$ cat config.mk
export PLATFORM = sky130hd
export DESIGN_NAME = ptmr_top
export DESIGN_NICKNAME = d
export VERILOG_FILES = /design/src/hw/ptmr_pkg.sv /design/src/hw/ptmr_top.sv
export SDC_FILE = /design/constraint.sdc
export NUM_CORES = 1
export LEC_CHECK = 0
export BUFFER_PORTS_ARGS = -buffer_cell sky130_fd_sc_hd__buf_2
export CORE_ASPECT_RATIO = 1.25
export CORE_MARGIN = 2
export CORE_UTILIZATION = 48
export DETAILED_ROUTE_END_ITERATION = 16
export PLACE_DENSITY = 0.77
export SLEW_MARGIN = 20
export SYNTH_ARGS = -nofsm -noshare
export SYNTH_HDL_FRONTEND = slang
export SYNTH_SLANG_ARGS = --single-unit
$ cat constraint.sdc
create_clock -name pclk -period 2.41 [get_ports pclk]
set_input_delay 0 -clock pclk [delete_from_list [all_inputs] [get_ports pclk]]
set_output_delay 0 -clock pclk [all_outputs]
set_load 0.01 [all_outputs]
$ cat src/hw/ptmr_pkg.sv
package ptmr_pkg;

  // ----------------------------------------------------------------
  // Register byte offsets on the APB bus
  // ----------------------------------------------------------------
  localparam logic [7:0] OFS_INTERRUPT_CONTROL = 8'h00;
  localparam logic [7:0] OFS_PERIPHERAL_ENABLES_ONE = 8'h04;
  localparam logic [7:0] OFS_PERIPHERAL_FLAGS_ONE = 8'h08;
  localparam logic [7:0] OFS_PERIOD_LIMIT = 8'h0C;
  localparam logic [7:0] OFS_COUNT_VALUE = 8'h10;
  localparam logic [7:0] OFS_TIMER_TWO_CONTROL = 8'h14;
  localparam logic [7:0] OFS_IRQ_STATUS = 8'h18;
  localparam logic [7:0] OFS_IRQ_ENABLE = 8'h1C;
  localparam logic [7:0] OFS_IRQ_CLEAR = 8'h20;

  // ----------------------------------------------------------------
  // Field positions
  // ----------------------------------------------------------------
  localparam int POSTSCALE_LSB = 3;
  localparam int RUN_BIT = 2;
  localparam int PRESCALE_LSB = 0;
  localparam int MATCH_FLAG_BIT = 1;
  localparam int MATCH_IE_BIT = 1;
  localparam int GLOBAL_IE_BIT = 7;
  localparam int PERIPH_IE_BIT = 6;

  // ----------------------------------------------------------------
  // Reset values
  // ----------------------------------------------------------------
  localparam logic [7:0] RST_PERIOD_LIMIT = 8'hFF;
  localparam logic [7:0] RST_COUNT_VALUE = 8'h00;
  localparam logic [7:0] RST_CONTROL = 8'h00;
  localparam logic [7:0] RST_ENABLES = 8'h00;
  localparam logic [7:0] RST_FLAGS = 8'h00;
  localparam logic [7:0] RST_INTERRUPT_CONTROL = 8'h00;

  // Implemented-bit masks
  localparam logic [7:0] MASK_CONTROL = 8'h7F;
  localparam logic [7:0] MASK_PIR_PIE = 8'h7F;

  // Prescale division counts minus one
  localparam logic [3:0] PRE_DIV1_LAST = 4'h0;
  localparam logic [3:0] PRE_DIV4_LAST = 4'h3;
  localparam logic [3:0] PRE_DIV16_LAST = 4'hF;

  // Bus state
  typedef enum logic [0:0] {APB_IDLE, APB_DONE} ptmr_apb_e;

endpackage : ptmr_pkg

$ cat src/hw/ptmr_top.sv
// Function
// - Control: postscale bits 6:3, run bit 2, prescale bits 1:0, bit 7 zero.
// - Postscaler gives one flag per (postscale value plus one) period matches.
// - Prescale 00 divides by 1, 01 by 4, 1x by 16.
// - Period limit resets to all ones.
// - Count value resets to zero.
// - Reset clears implemented control bits: stopped, prescale 1, postscale 1:1.
// - Match flag is bit 1 of flag register; bit 7 reads zero; resets clear.
// - Match enable is bit 1 of enable register; all enables reset to zero.
// - Global enable bit 7, peripheral enable bit 6, cleared on reset.
`timescale 1ns/10ps
module ptmr_top (
  // APB slave
  input wire logic pclk,
  input wire logic presetn,
  input wire logic psel,
  input wire logic penable,
  input wire logic pwrite,
  input wire logic [7:0] paddr,
  input wire logic [31:0] pwdata,
  output logic [31:0] prdata,
  output logic pready,
  output logic pslverr,
  // Interrupts
  output logic core_irq,
  output logic event_irq
);

  // ----------------------------------------------------------------
  // Register state
  // ----------------------------------------------------------------
  logic [7:0] ctrl_r, ctrl_nxt;
  logic [7:0] limit_r, limit_nxt;
  logic [7:0] count_r, count_nxt;
  logic [7:0] pie_r, pie_nxt;
  logic [7:0] pir_r, pir_nxt;
  logic [1:0] interrupt_control_r, interrupt_control_nxt;
  logic [3:0] pre_r, pre_nxt;
  logic [3:0] post_r, post_nxt;
  logic [1:0] sts_r, sts_nxt;
  logic [1:0] ien_r, ien_nxt;
  logic [31:0] prdata_r, prdata_nxt;
  logic pready_r, pready_nxt;
  logic pslverr_r, pslverr_nxt;
  logic core_irq_r, core_irq_nxt;
  logic event_irq_r, event_irq_nxt;
  ptmr_pkg::ptmr_apb_e apb_r, apb_nxt;

  logic wr_en, rd_en, hit, tick, wrap, match_evt;
  logic [3:0] pre_last;

  // Address decode shared by reads and writes
  function automatic logic mapped(input logic [7:0] a);
    case (a)
      ptmr_pkg::OFS_INTERRUPT_CONTROL, ptmr_pkg::OFS_PERIPHERAL_ENABLES_ONE,
      ptmr_pkg::OFS_PERIPHERAL_FLAGS_ONE, ptmr_pkg::OFS_PERIOD_LIMIT,
      ptmr_pkg::OFS_COUNT_VALUE, ptmr_pkg::OFS_TIMER_TWO_CONTROL,
      ptmr_pkg::OFS_IRQ_STATUS, ptmr_pkg::OFS_IRQ_ENABLE,
      ptmr_pkg::OFS_IRQ_CLEAR: mapped = 1'b1;
      default: mapped = 1'b0;
    endcase
  endfunction : mapped

  // ----------------------------------------------------------------
  // Bus handshake: one wait state, access completes on the second edge
  // ----------------------------------------------------------------
  assign hit = psel && penable && (apb_r == ptmr_pkg::APB_IDLE);
  assign wr_en = hit && pwrite && mapped(paddr);
  assign rd_en = hit && !pwrite;

  // Prescaler terminal count per select code
  always_comb begin
    case (ctrl_r[ptmr_pkg::PRESCALE_LSB +: 2])
      2'b00: pre_last = ptmr_pkg::PRE_DIV1_LAST;
      2'b01: pre_last = ptmr_pkg::PRE_DIV4_LAST;
      default: pre_last = ptmr_pkg::PRE_DIV16_LAST;
    endcase
  end

  // Tick only while running; a count write overrides the tick's count and scaler steps, but a wrap still sets its flags
  assign tick = ctrl_r[ptmr_pkg::RUN_BIT] && (pre_r >= pre_last);
  assign wrap = tick && (count_r == limit_r);
  assign match_evt = wrap && (post_r == ctrl_r[ptmr_pkg::POSTSCALE_LSB +: 4]);

  // Next-state logic for timer and registers
  always_comb begin
    ctrl_nxt = ctrl_r;
    limit_nxt = limit_r;
    count_nxt = count_r;
    pie_nxt = pie_r;
    pir_nxt = pir_r;
    interrupt_control_nxt = interrupt_control_r;
    pre_nxt = pre_r;
    post_nxt = post_r;
    sts_nxt = sts_r;
    ien_nxt = ien_r;
    apb_nxt = hit ? ptmr_pkg::APB_DONE : ptmr_pkg::APB_IDLE;
    // Prescaler advances only while running; stopping freezes it
    if (ctrl_r[ptmr_pkg::RUN_BIT]) begin
      pre_nxt = tick ? 4'h0 : pre_r + 4'h1;
    end
    if (tick) begin
      count_nxt = wrap ? 8'h00 : count_r + 8'h01;
    end
    if (wrap) begin
      post_nxt = match_evt ? 4'h0 : post_r + 4'h1;
    end
    // Software writes
    if (wr_en) begin
      case (paddr)
        ptmr_pkg::OFS_INTERRUPT_CONTROL: interrupt_control_nxt = pwdata[7:6];
        ptmr_pkg::OFS_PERIPHERAL_ENABLES_ONE: pie_nxt = pwdata[7:0] & ptmr_pkg::MASK_PIR_PIE;
        ptmr_pkg::OFS_PERIPHERAL_FLAGS_ONE: pir_nxt = pwdata[7:0] & ptmr_pkg::MASK_PIR_PIE;
        ptmr_pkg::OFS_PERIOD_LIMIT: limit_nxt = pwdata[7:0];
        ptmr_pkg::OFS_COUNT_VALUE: begin
          // Writing the count also clears both scalers
          count_nxt = pwdata[7:0];
          pre_nxt = 4'h0;
          post_nxt = 4'h0;
        end
        ptmr_pkg::OFS_TIMER_TWO_CONTROL: begin
          // Restart both scalers: a smaller postscale could otherwise be overrun
          ctrl_nxt = pwdata[7:0] & ptmr_pkg::MASK_CONTROL;
          pre_nxt = 4'h0;
          post_nxt = 4'h0;
        end
        ptmr_pkg::OFS_IRQ_ENABLE: ien_nxt = pwdata[1:0];
        ptmr_pkg::OFS_IRQ_CLEAR: sts_nxt = sts_r & ~pwdata[1:0];
        default: ;
      endcase
    end
    // Hardware set wins over a clear in the same cycle
    if (match_evt) begin
      pir_nxt[ptmr_pkg::MATCH_FLAG_BIT] = 1'b1;
      sts_nxt[0] = 1'b1;
    end
    if (wrap) begin
      sts_nxt[1] = 1'b1;
    end
  end

  // Read mux and response
  always_comb begin
    prdata_nxt = 32'h0000_0000;
    pready_nxt = hit;
    pslverr_nxt = hit && !mapped(paddr);
    if (rd_en) begin
      case (paddr)
        ptmr_pkg::OFS_INTERRUPT_CONTROL: prdata_nxt = {24'h0, interrupt_control_r, 6'h00};
        ptmr_pkg::OFS_PERIPHERAL_ENABLES_ONE: prdata_nxt = {24'h0, pie_r};
        ptmr_pkg::OFS_PERIPHERAL_FLAGS_ONE: prdata_nxt = {24'h0, pir_r};
        ptmr_pkg::OFS_PERIOD_LIMIT: prdata_nxt = {24'h0, limit_r};
        ptmr_pkg::OFS_COUNT_VALUE: prdata_nxt = {24'h0, count_r};
        ptmr_pkg::OFS_TIMER_TWO_CONTROL: prdata_nxt = {24'h0, ctrl_r};
        ptmr_pkg::OFS_IRQ_STATUS: prdata_nxt = {30'h0, sts_r};
        ptmr_pkg::OFS_IRQ_ENABLE: prdata_nxt = {30'h0, ien_r};
        default: prdata_nxt = 32'h0000_0000;
      endcase
    end
  end

  // Interrupt outputs: core path needs match enable, peripheral and global enables
  always_comb begin
    core_irq_nxt = pir_nxt[ptmr_pkg::MATCH_FLAG_BIT] && pie_nxt[ptmr_pkg::MATCH_IE_BIT]
                   && interrupt_control_nxt[1] && interrupt_control_nxt[0];
    event_irq_nxt = |(sts_nxt & ien_nxt);
  end

  // ----------------------------------------------------------------
  // Registers
  // ----------------------------------------------------------------
  always_ff @(posedge pclk or negedge presetn) begin
    if (!presetn) begin
      ctrl_r <= ptmr_pkg::RST_CONTROL;
      limit_r <= ptmr_pkg::RST_PERIOD_LIMIT;
      count_r <= ptmr_pkg::RST_COUNT_VALUE;
      pie_r <= ptmr_pkg::RST_ENABLES;
      pir_r <= ptmr_pkg::RST_FLAGS;
      interrupt_control_r <= ptmr_pkg::RST_INTERRUPT_CONTROL[7:6];
      pre_r <= 4'h0;
      post_r <= 4'h0;
      sts_r <= 2'b00;
      ien_r <= 2'b00;
      prdata_r <= 32'h0000_0000;
      pready_r <= 1'b0;
      pslverr_r <= 1'b0;
      core_irq_r <= 1'b0;
      event_irq_r <= 1'b0;
      apb_r <= ptmr_pkg::APB_IDLE;
    end else begin
      ctrl_r <= ctrl_nxt;
      limit_r <= limit_nxt;
      count_r <= count_nxt;
      pie_r <= pie_nxt;
      pir_r <= pir_nxt;
      interrupt_control_r <= interrupt_control_nxt;
      pre_r <= pre_nxt;
      post_r <= post_nxt;
      sts_r <= sts_nxt;
      ien_r <= ien_nxt;
      prdata_r <= prdata_nxt;
      pready_r <= pready_nxt;
      pslverr_r <= pslverr_nxt;
      core_irq_r <= core_irq_nxt;
      event_irq_r <= event_irq_nxt;
      apb_r <= apb_nxt;
    end
  end

  assign prdata = prdata_r;
  assign pready = pready_r;
  assign pslverr = pslverr_r;
  assign core_irq = core_irq_r;
  assign event_irq = event_irq_r;
endmodule : ptmr_top

-- Word-level counts from Yosys, hierarchy flattened
Cells that the tools add are included.
- flip-flop bits (word level): 88
- input bits: 45
- output and inout port bits: 36
- logic and storage cells: 90
- add/sub/neg operators: 3
- magnitude comparators: 1
- eq/ne operators: 11
- multiplexer cells: 30
- bitwise logic cells: 4
- reduce and logical (&&, ||, !) cells: 23
- operators with widths (kind ; count):
    $pmux 8 s8 ; 1
    $mux 8 ; 5
    $eq 8x5->1 const B ; 4
    $mux 4 ; 8
    $mux 2 ; 10
    $eq 8x4->1 const B ; 2
    $logic_and 1x1->1 ; 12
    $reduce_or 9->1 ; 1
    $add 4x1->4 const B ; 2
    $add 8x1->8 const B ; 1
    $eq 8x3->1 const B ; 1
    $eq 8x6->1 const B ; 1
    $eq 8x8->1 ; 1
    $logic_not 8->1 ; 1
    $pmux 4 s2 ; 1
    $reduce_and 2->1 ; 4
    $mux 1 ; 5
    $and 2x2->2 ; 2
    $eq 4x4->1 ; 1
    $ge 4x4->1 ; 1
    $reduce_or 2->1 ; 2
    $eq 2x1->1 const B ; 1
    $logic_not 1->1 ; 2
    $logic_not 2->1 ; 1
    2 further kinds ; 2

-- Logic depth before layout (Yosys ltp)
Gate-level depths: netlist of run 1.
- word-level depth: 10
- depth in mapped cells: 10

-- Least setup slack after synthesis of run 1
OpenSTA, ideal clock, no wires.
- kind: register to register
- from: register ctrl_r[1]
- to: register event_irq_r, in the netlist event_irq
- library setup time: 0.082 ns
- arrival time: 2.267 ns
- data required time: 2.328 ns
- path slack: 0.061 ns
- stages on the path, launching flop included: 10
- clock period less this slack: 2.349 ns
- path through: dfrtp_1 or2_2 ha_1 nor3b_1 o21ai_0 or4b_4 buf_6 or2_4 a21boi_1 o22ai_1
- word-level cells in the longest chain between the ends: 9
- ends and longest elaborated chain (element ; RTL line ; source):
    start: declaration ; ptmr_top.sv:32 ; logic [7:0] ctrl_r, ctrl_nxt;
    start signal: assignment ; ptmr_top.sv:174 ; ctrl_r <= ptmr_pkg::RST_CONTROL;
    start signal: assignment ; ptmr_top.sv:191 ; ctrl_r <= ctrl_nxt;
    $eq 2x1->1 / $logic_not 2->1 (equally long branches) ; ptmr_top.sv:73 ; case (ctrl_r[ptmr_pkg::PRESCALE_LSB +: 2])
    $pmux 4 s2 (*) ; ptmr_top.sv:73 ;
    $ge 4x4->1 (*) ; ptmr_top.sv:81 ; assign tick = ctrl_r[ptmr_pkg::RUN_BIT] && (pre_r >= pre_last);
    $logic_and 1x1->1 (*) ; ptmr_top.sv:81 ;
    $logic_and 1x1->1 (*) ; ptmr_top.sv:82 ; assign wrap = tick && (count_r == limit_r);
    $logic_and 1x1->1 ; ptmr_top.sv:83 ; assign match_evt = wrap && (post_r == ctrl_r[ptmr_pkg::POSTSCALE_LSB +: 4]);
    $mux 1 ; ptmr_top.sv:133 ; if (match_evt) begin
    $and 2x2->2 (*) ; ptmr_top.sv:166 ; event_irq_nxt = |(sts_nxt & ien_nxt);
    $reduce_or 2->1 (*) ; ptmr_top.sv:166 ;
    net event_irq_nxt ; ptmr_top.sv:46 ; logic event_irq_r, event_irq_nxt;
    end signal: assignment ; ptmr_top.sv:205 ; event_irq_r <= event_irq_nxt;
    end: declaration ; ptmr_top.sv:46 ;
The timed path passes the listed nets; every way through them passes the cells marked *.
A chain may end at the register's enable or synchronous reset.

-- Final worst setup path of run 1
- from: register ctrl_r[0]
- to: register event_irq_r, in the netlist event_irq
Same word-level chain as after synthesis.

==> results of run 1 <==
## cell families after synthesis
logic type,after synthesis,share of synthesized area [%]
and+or+nand+nor,107,16.3
DFF,63,47.4
AOI/OAI and AO/OA,54,10.2
buffers and inverters,48,8.48
muxes,28,9.12
xor gates and xnor gates,22,5.75
adders and majority gates,7,2.62
other,1,0.112
## Yosys cell counts (all sizes together), types with 2 or more instances
master  count  area share, %
nor4        3            1.0
o22ai       6            1.1
a222oi      3           0.90
ha          7            2.6
a21oi       6           0.90
nand2b      2           0.37
nor3b       2           0.78
nand2      39            4.4
buf        28            6.2
a22oi      10            2.2
or2         2           0.45
nand3b      2           0.45
or4b        2           0.71
o21ai      16            2.4
nand4       6            1.1
dfrtp      55             41
dfstp       8            6.3
clkbuf      3           0.34
nor2       29            3.3
or3         2           0.37
and2        2           0.37
xor2        4            1.0
inv        17            1.9
nand3       5           0.75
nor3        6            1.2
a21boi      3           0.67
mux2       20            6.7
and3        3           0.56
xnor2      18            4.7
mux2i       8            2.4
a31oi       8            1.5
## how the worst max path moves through the flow
stage                      endpoint
after floorplan           event_irq
after global placement     core_irq
after detailed placement   core_irq
after CTS                  core_irq
after global routing      event_irq
final                     event_irq
## through the flow
step	cells	setup TNS, ns	worst slack, ns
detailed placement	454	-0.0234	-0.0234
floorplan	353	0	0.0610
finish	483	0	0.155
CTS	482	0	0.0322
global placement	454	0	0.0535
global route	483	0	0.0394
## what timing repair did
action	in CTS	in global routing
pin swaps	0	3
hold endpoints to repair	52	0
gates resized for setup	1	3
hold buffers	12	0
setup buffers	0	1
setup endpoints to repair	1	2
## registers in the layout, summed over array words and instances (netlist names)
| signal | count |
|---|---|
| apb_r | 1 |
| core_irq | 1 |
| count_r | 8 |
| ctrl_r | 7 |
| event_irq | 1 |
| ien_r | 2 |
| interrupt_control_r | 2 |
| limit_r | 8 |
| pie_r | 7 |
| pir_r | 7 |
| post_r | 4 |
| prdata | 8 |
| pre_r | 4 |
| pslverr | 1 |
| sts_r | 2 |
## layout make-up
| class | count | area [sq um] |
|---|---|---|
| Fill cell | 600 | 2940 |
| Sequential cell | 63 | 1590 |
| Multi-Input combinational cell | 242 | 1580 |
| Timing Repair Buffer | 55 | 363 |
| Clock buffer | 11 | 151 |
| Tap cell | 90 | 113 |
| Inverter | 17 | 63.8 |
| Clock inverter | 5 | 56.3 |
## where the power goes
part           internal, mW  switching, mW  leakage [nW]
Clock                 0.531          0.407         0.105
Sequential             1.07        0.00776         0.802
Combinational        0.0455         0.0863         0.952
## layer usage
layer / routed length, microns / vias up / track usage, %
li1: - / 1226 / -
met1: 3030 / 1260 / 26.4
met2: 3890 / 78 / 34.5
met3: 391 / 21 / 3.90
met4: 231 / 0 / 11.7
met5: 0 / - / 0
## worst max-delay path: cells and delay by family (launching register included)
kind | cells | cell delay [ns]
AOI/OAI and AO/OA | 3 | 0.48
adders and majority gates | 1 | 0.27
DFF | 1 | 0.39
and+or+nand+nor | 4 | 1.03
==> results.py, run 1 <==
metrics = {
    "timing": {
        "rsz0062_at_grt": "false",
        "slew_headroom_pct": 57.7,
        "min_period_ns": 2.26,
        "tightest_slew_ns": 0.632,
        "holdWs_ns": 0.0384,
        "setup_viol": 0,
        "final_max_slew_viol_count": 0,
        "finalHoldViolations": 0,
        "maxClockFrequency_mhz": 443,
        "final.setup_skew_ns": 0.00841,
        "period_share_pct": 93.6,
    },
    "finish": {
        "finalInstanceArea_sq_um": 3910,
        "final_cell_mix": "55 x dfrtp_1, 39 x nand2_1, 32 x buf_2",
        "utilization_pct": 57.1,
        "drive_above_1_share_pct": 22.9,
        "num_antenna_cells": 0,
        "area_growth_pct": 16.7,
        "fin_nets": 440,
        "final_common_cell": "dfrtp_1",
    },
    "synth": {
        "synth.distinct_cells": 48,
        "syn_area_sq_um": 3350,
        "synth-seq-cells": 63,
        "netlist_instances": 330,
        "synth_edf_count": 0,
        "yosys_warnings": 0,
        "async_reset_ff_share_pct": 100,
        "avgSynthCellArea_sq_um": 10.1,
        "synth_ff_type": "dfrtp_1",
        "yosysSeqAreaShare_pct": 47.4,
    },
    "worst_setup_path": {
        "arrival_ns": 2.52,
        "crit_type": "flop to flop",
        "path_max_fanout": 4,
        "critPathCaptureType": "flop",
        "timing.rr.end": "event_irq",
        "slowest_delay_ns": 0.48,
        "crit_top_cell": "or2_4",
        "required_ns": 2.67,
        "cp_slowest_cell": "or4b_4",
        "timing.rr.start": "ctrl_r[0]",
        "start_kind": "flop",
        "crit_start": "ctrl_r[0]",
        "r2r_cells": 8,
        "reg2reg_slack_ns": 0.15,
        "crit_chain": "or2_4, ha_1, nor3b_1, o21ai_1, or4b_4, or2_4, a21boi_1, o22ai_1",
    },
    "clock_network": {
        "cts_max_level": 3,
        "cts_buffer_depth": 2,
        "clock-sinks": 63,
        "root_buffer": "clkbuf_8",
        "cts_tree": "yes",
        "clk_pin_slew_ns": 0.07,
        "numCtsBuffers": 9,
        "insertion_delay_ns": 0.35,
    },
    "min_path": {
        "hold_path_class": "input pin to flop",
        "holdPathEnd": "prdata[6]",
        "worstHoldStart": "paddr[6]",
        "worstHoldPathCells": 4,
    },
    "pwr": {
        "ir_worst_vdd_v": 0.000259,
        "power_mw": 2.15,
        "p_per_area_nw_per_um2": 549,
        "p_leak_nw": 1.86,
    },
    "die": {
        "fp-row-count": 34,
        "die_w_microns": 78.7,
        "dieHeight_microns": 97.4,
        "io_pins": 81,
        "initial_utilization_pct": 48.9,
        "core_region_area_sq_um": 6850,
        "dieArea_sq_um": 7660,
    },
    "grt": {
        "grt_pass1_vias": 2535,
        "grt_first_pass_wirelength_mm": 12.5,
        "antenna_found_initial": 0,
        "track_usage_pct": 21.2,
        "grt_overflow": 0,
        "grt_start_max_net_pins": 23,
    },
    "placement": {
        "io_buffers": 32,
        "place_congestion": 0.866,
        "place_area_sq_um": 3560,
        "post-dp-hpwl_mm": 5.55,
    },
    "routing": {
        "drtIter0Drc": 221,
        "vias": 2585,
        "vias_per_cell": 5.35,
        "antenna_left": 0,
        "drtPass1Iterations": 5,
        "wire_per_inst_microns": 15.6,
        "route.detailed.drc": 0,
        "drt-total-wl_mm": 7.54,
    },
    "run": {
        "maxCapViolCount": 0,
    },
    "run_status": {
        "outcome": "finished, final reports clean",
    },
}
Note: power is estimated with default switching activity, not from simulation.
==> run 2: changes to the inputs <==
--- a/config.mk
+++ b/config.mk
@@ -6,11 +6,12 @@
 export NUM_CORES = 1
 export LEC_CHECK = 0
 export BUFFER_PORTS_ARGS = -buffer_cell sky130_fd_sc_hd__buf_2
-export CORE_ASPECT_RATIO = 1.25
+export CORE_ASPECT_RATIO = 1.1
 export CORE_MARGIN = 2
 export CORE_UTILIZATION = 48
 export DETAILED_ROUTE_END_ITERATION = 16
 export PLACE_DENSITY = 0.77
+export RECOVER_POWER = 100
 export SLEW_MARGIN = 20
 export SYNTH_ARGS = -nofsm -noshare
 export SYNTH_HDL_FRONTEND = slang
==> run 2 against run 1 <==
The flow now finishes with violations (capacitance limit, slew limit). Worst setup slack worse by 0.056 ns. Global-route usage shrank 0.70 points. Final cell count down 1.9%. Largest power group unchanged. Critical path type unchanged. Power decreased by 1.4%. Design area shrank 1.5%. Largest cell class unchanged. Combinational power shrank 3%. Die area about the same. Non-clock buffer count down 1.
==> results.py, run 2 (synthesis gave the netlist of run 1 again) <==
metrics = {
    "run_status": {
        "outcome": "finished with violations",
        "violations": "capacitance limit, slew limit",
    },
    "grt": {
        "grt_overflow": 0,
        "track_usage_pct": 20.5,
        "antenna_found_initial": 0,
        "grt_pass1_vias": 2497,
        "grt_start_max_net_pins": 64,
        "grt_first_pass_wirelength_mm": 12.1,
    },
    "worst_setup_path": {
        "reg2reg_slack_ns": 0.1,
        "timing.rr.end": "event_irq",
        "critPathCaptureType": "flop",
        "r2r_cells": 9,
        "crit_start": "ctrl_r[0]",
        "timing.rr.start": "ctrl_r[0]",
        "crit_type": "flop to flop",
        "start_kind": "flop",
        "arrival_ns": 2.58,
        "path_max_fanout": 4,
        "crit_path_end": "event_irq",
        "required_ns": 2.68,
    },
    "die": {
        "fp-row-count": 31,
        "initial_utilization_pct": 50.2,
        "dieHeight_microns": 91.6,
        "io_pins": 81,
        "die_w_microns": 83.6,
        "dieArea_sq_um": 7660,
        "core_region_area_sq_um": 6670,
    },
    "clock_network": {
        "clock-sinks": 63,
        "root_buffer": "clkbuf_8",
        "cts_max_level": 3,
        "numCtsBuffers": 9,
        "insertion_delay_ns": 0.35,
        "clk_pin_slew_ns": 0.07,
        "cts_tree": "yes",
        "cts_buffer_depth": 2,
    },
    "pwr": {
        "power_switching_mw": 0.527,
        "clockPowerShare_pct": 43.1,
        "ir_worst_vdd_v": 0.000298,
        "p_leak_nw": 1.79,
        "switching_share_pct": 24.9,
        "intPower_mw": 1.59,
        "power_mw": 2.11,
        "p_per_area_nw_per_um2": 549,
        "seq_power_share_pct": 50.8,
        "combinationalPowerShare_pct": 6.0,
    },
    "timing": {
        "min_period_ns": 2.31,
        "final_max_slew_viol_count": 64,
        "period_share_pct": 95.9,
        "final.setup_skew_ns": 0.0101,
        "maxClockFrequency_mhz": 433,
        "setup_viol": 0,
        "finalHoldViolations": 0,
        "setup_slack_ns": 0.0993,
        "rsz0062_at_grt": "false",
        "tightest_slew_ns": 1.52,
        "slew_headroom_pct": -1.18,
    },
    "routing": {
        "dr_wl_met3_microns": 463,
        "drtIter0Drc": 253,
        "wire_per_inst_microns": 15.7,
        "drtPass1Iterations": 4,
        "route.detailed.drc": 0,
        "vias_per_cell": 5.41,
        "wl_met1_mm": 3.13,
        "antenna_left": 0,
        "vias": 2563,
        "top_layer": "met4",
        "drt-total-wl_mm": 7.43,
        "routed-wl-met2_mm": 3.67,
    },
    "placement": {
        "place_congestion": 0.871,
        "post-place-ws_ns": -0.0144,
        "io_buffers": 32,
        "post-dp-hpwl_mm": 5.36,
    },
    "finish": {
        "num_antenna_cells": 0,
        "final_cell_mix": "55 x dfrtp_1, 39 x nand2_1, 28 x nor2_1",
        "final_common_cell": "dfrtp_1",
        "area_growth_pct": 15.0,
        "drive_above_1_share_pct": 18.9,
        "fin_nets": 439,
    },
    "min_path": {
        "hold_path_class": "input pin to flop",
    },
    "run": {
        "maxCapViolCount": 1,
    },
}
-- run 2: worst min-delay path by stage --
stage,end,cells past startpoint,slack (ns),from
final,prdata[6],4,0.03,paddr[6]
after floorplan,apb_r,0,-0.30,presetn
after CTS,prdata[6],4,0.03,paddr[6]
after global placement,pslverr,2,0.21,presetn
after global routing,prdata[6],4,0.05,paddr[6]
after detailed placement,pslverr,2,0.22,presetn
-- run 2: power by group through the flow --
stage / registers (mW) / clock network (mW) / logic [mW]
finish: 1.07 / 0.913 / 0.128
global route: 1.08 / 0.967 / 0.143
CTS: 1.07 / 0.931 / 0.130
detailed placement: 1.09 / 0 / 0.115
global placement: 1.09 / 0 / 0.113
floorplan: 1.09 / 0 / 0.0809
-- run 2: worst max-delay path, stage by stage (launching register included) --
cell and delay [ns]:
dfrtp_1 0.40, or2_2 0.29, inv_1 0.07, ha_1 0.16
o21ai_0 0.07, o21ai_1 0.18, or4b_4 0.49, or2_4 0.27
a21boi_1 0.15, o22ai_1 0.15
-- run 2: area by class of cell --
type                            count  area [sq um]
Fill cell                         593          2820
Timing Repair Buffer               54           330
Tap cell                           82           103
Inverter                           17          63.8
Clock buffer                        9           124
Multi-Input combinational cell    242          1570
Clock inverter                      7          73.8
Sequential cell                    63          1590
-- run 2: stage by stage --
step                      instances  util (%)  area (sq um)  TNS (ns)  hold slack [ns]
after floorplan                 353         -          3430         0           -0.296
after global placement          445      53.1          3540         0            0.211
after detailed placement        445      53.1          3540   -0.0144            0.216
after CTS                       473      57.9          3860         0           0.0285
after global routing            474      57.7          3850         0           0.0537
final                           474      57.7          3850         0           0.0320
-- run 2: per-layer routing --
layer | GRT usage (%) | vias up
li1 | - | 1219
met1 | 25.9 | 1255
met2 | 33.7 | 77
met3 | 5.18 | 12
met4 | 8.47 | 0
met5 | 0 | -
-- run 2: repair_timing --
action	CTS	global route
endpoints found under the hold margin	89	0
setup endpoints to repair	1	2
pin swaps	0	2
setup buffers	0	1
hold buffers	12	0
resized for setup	1	1
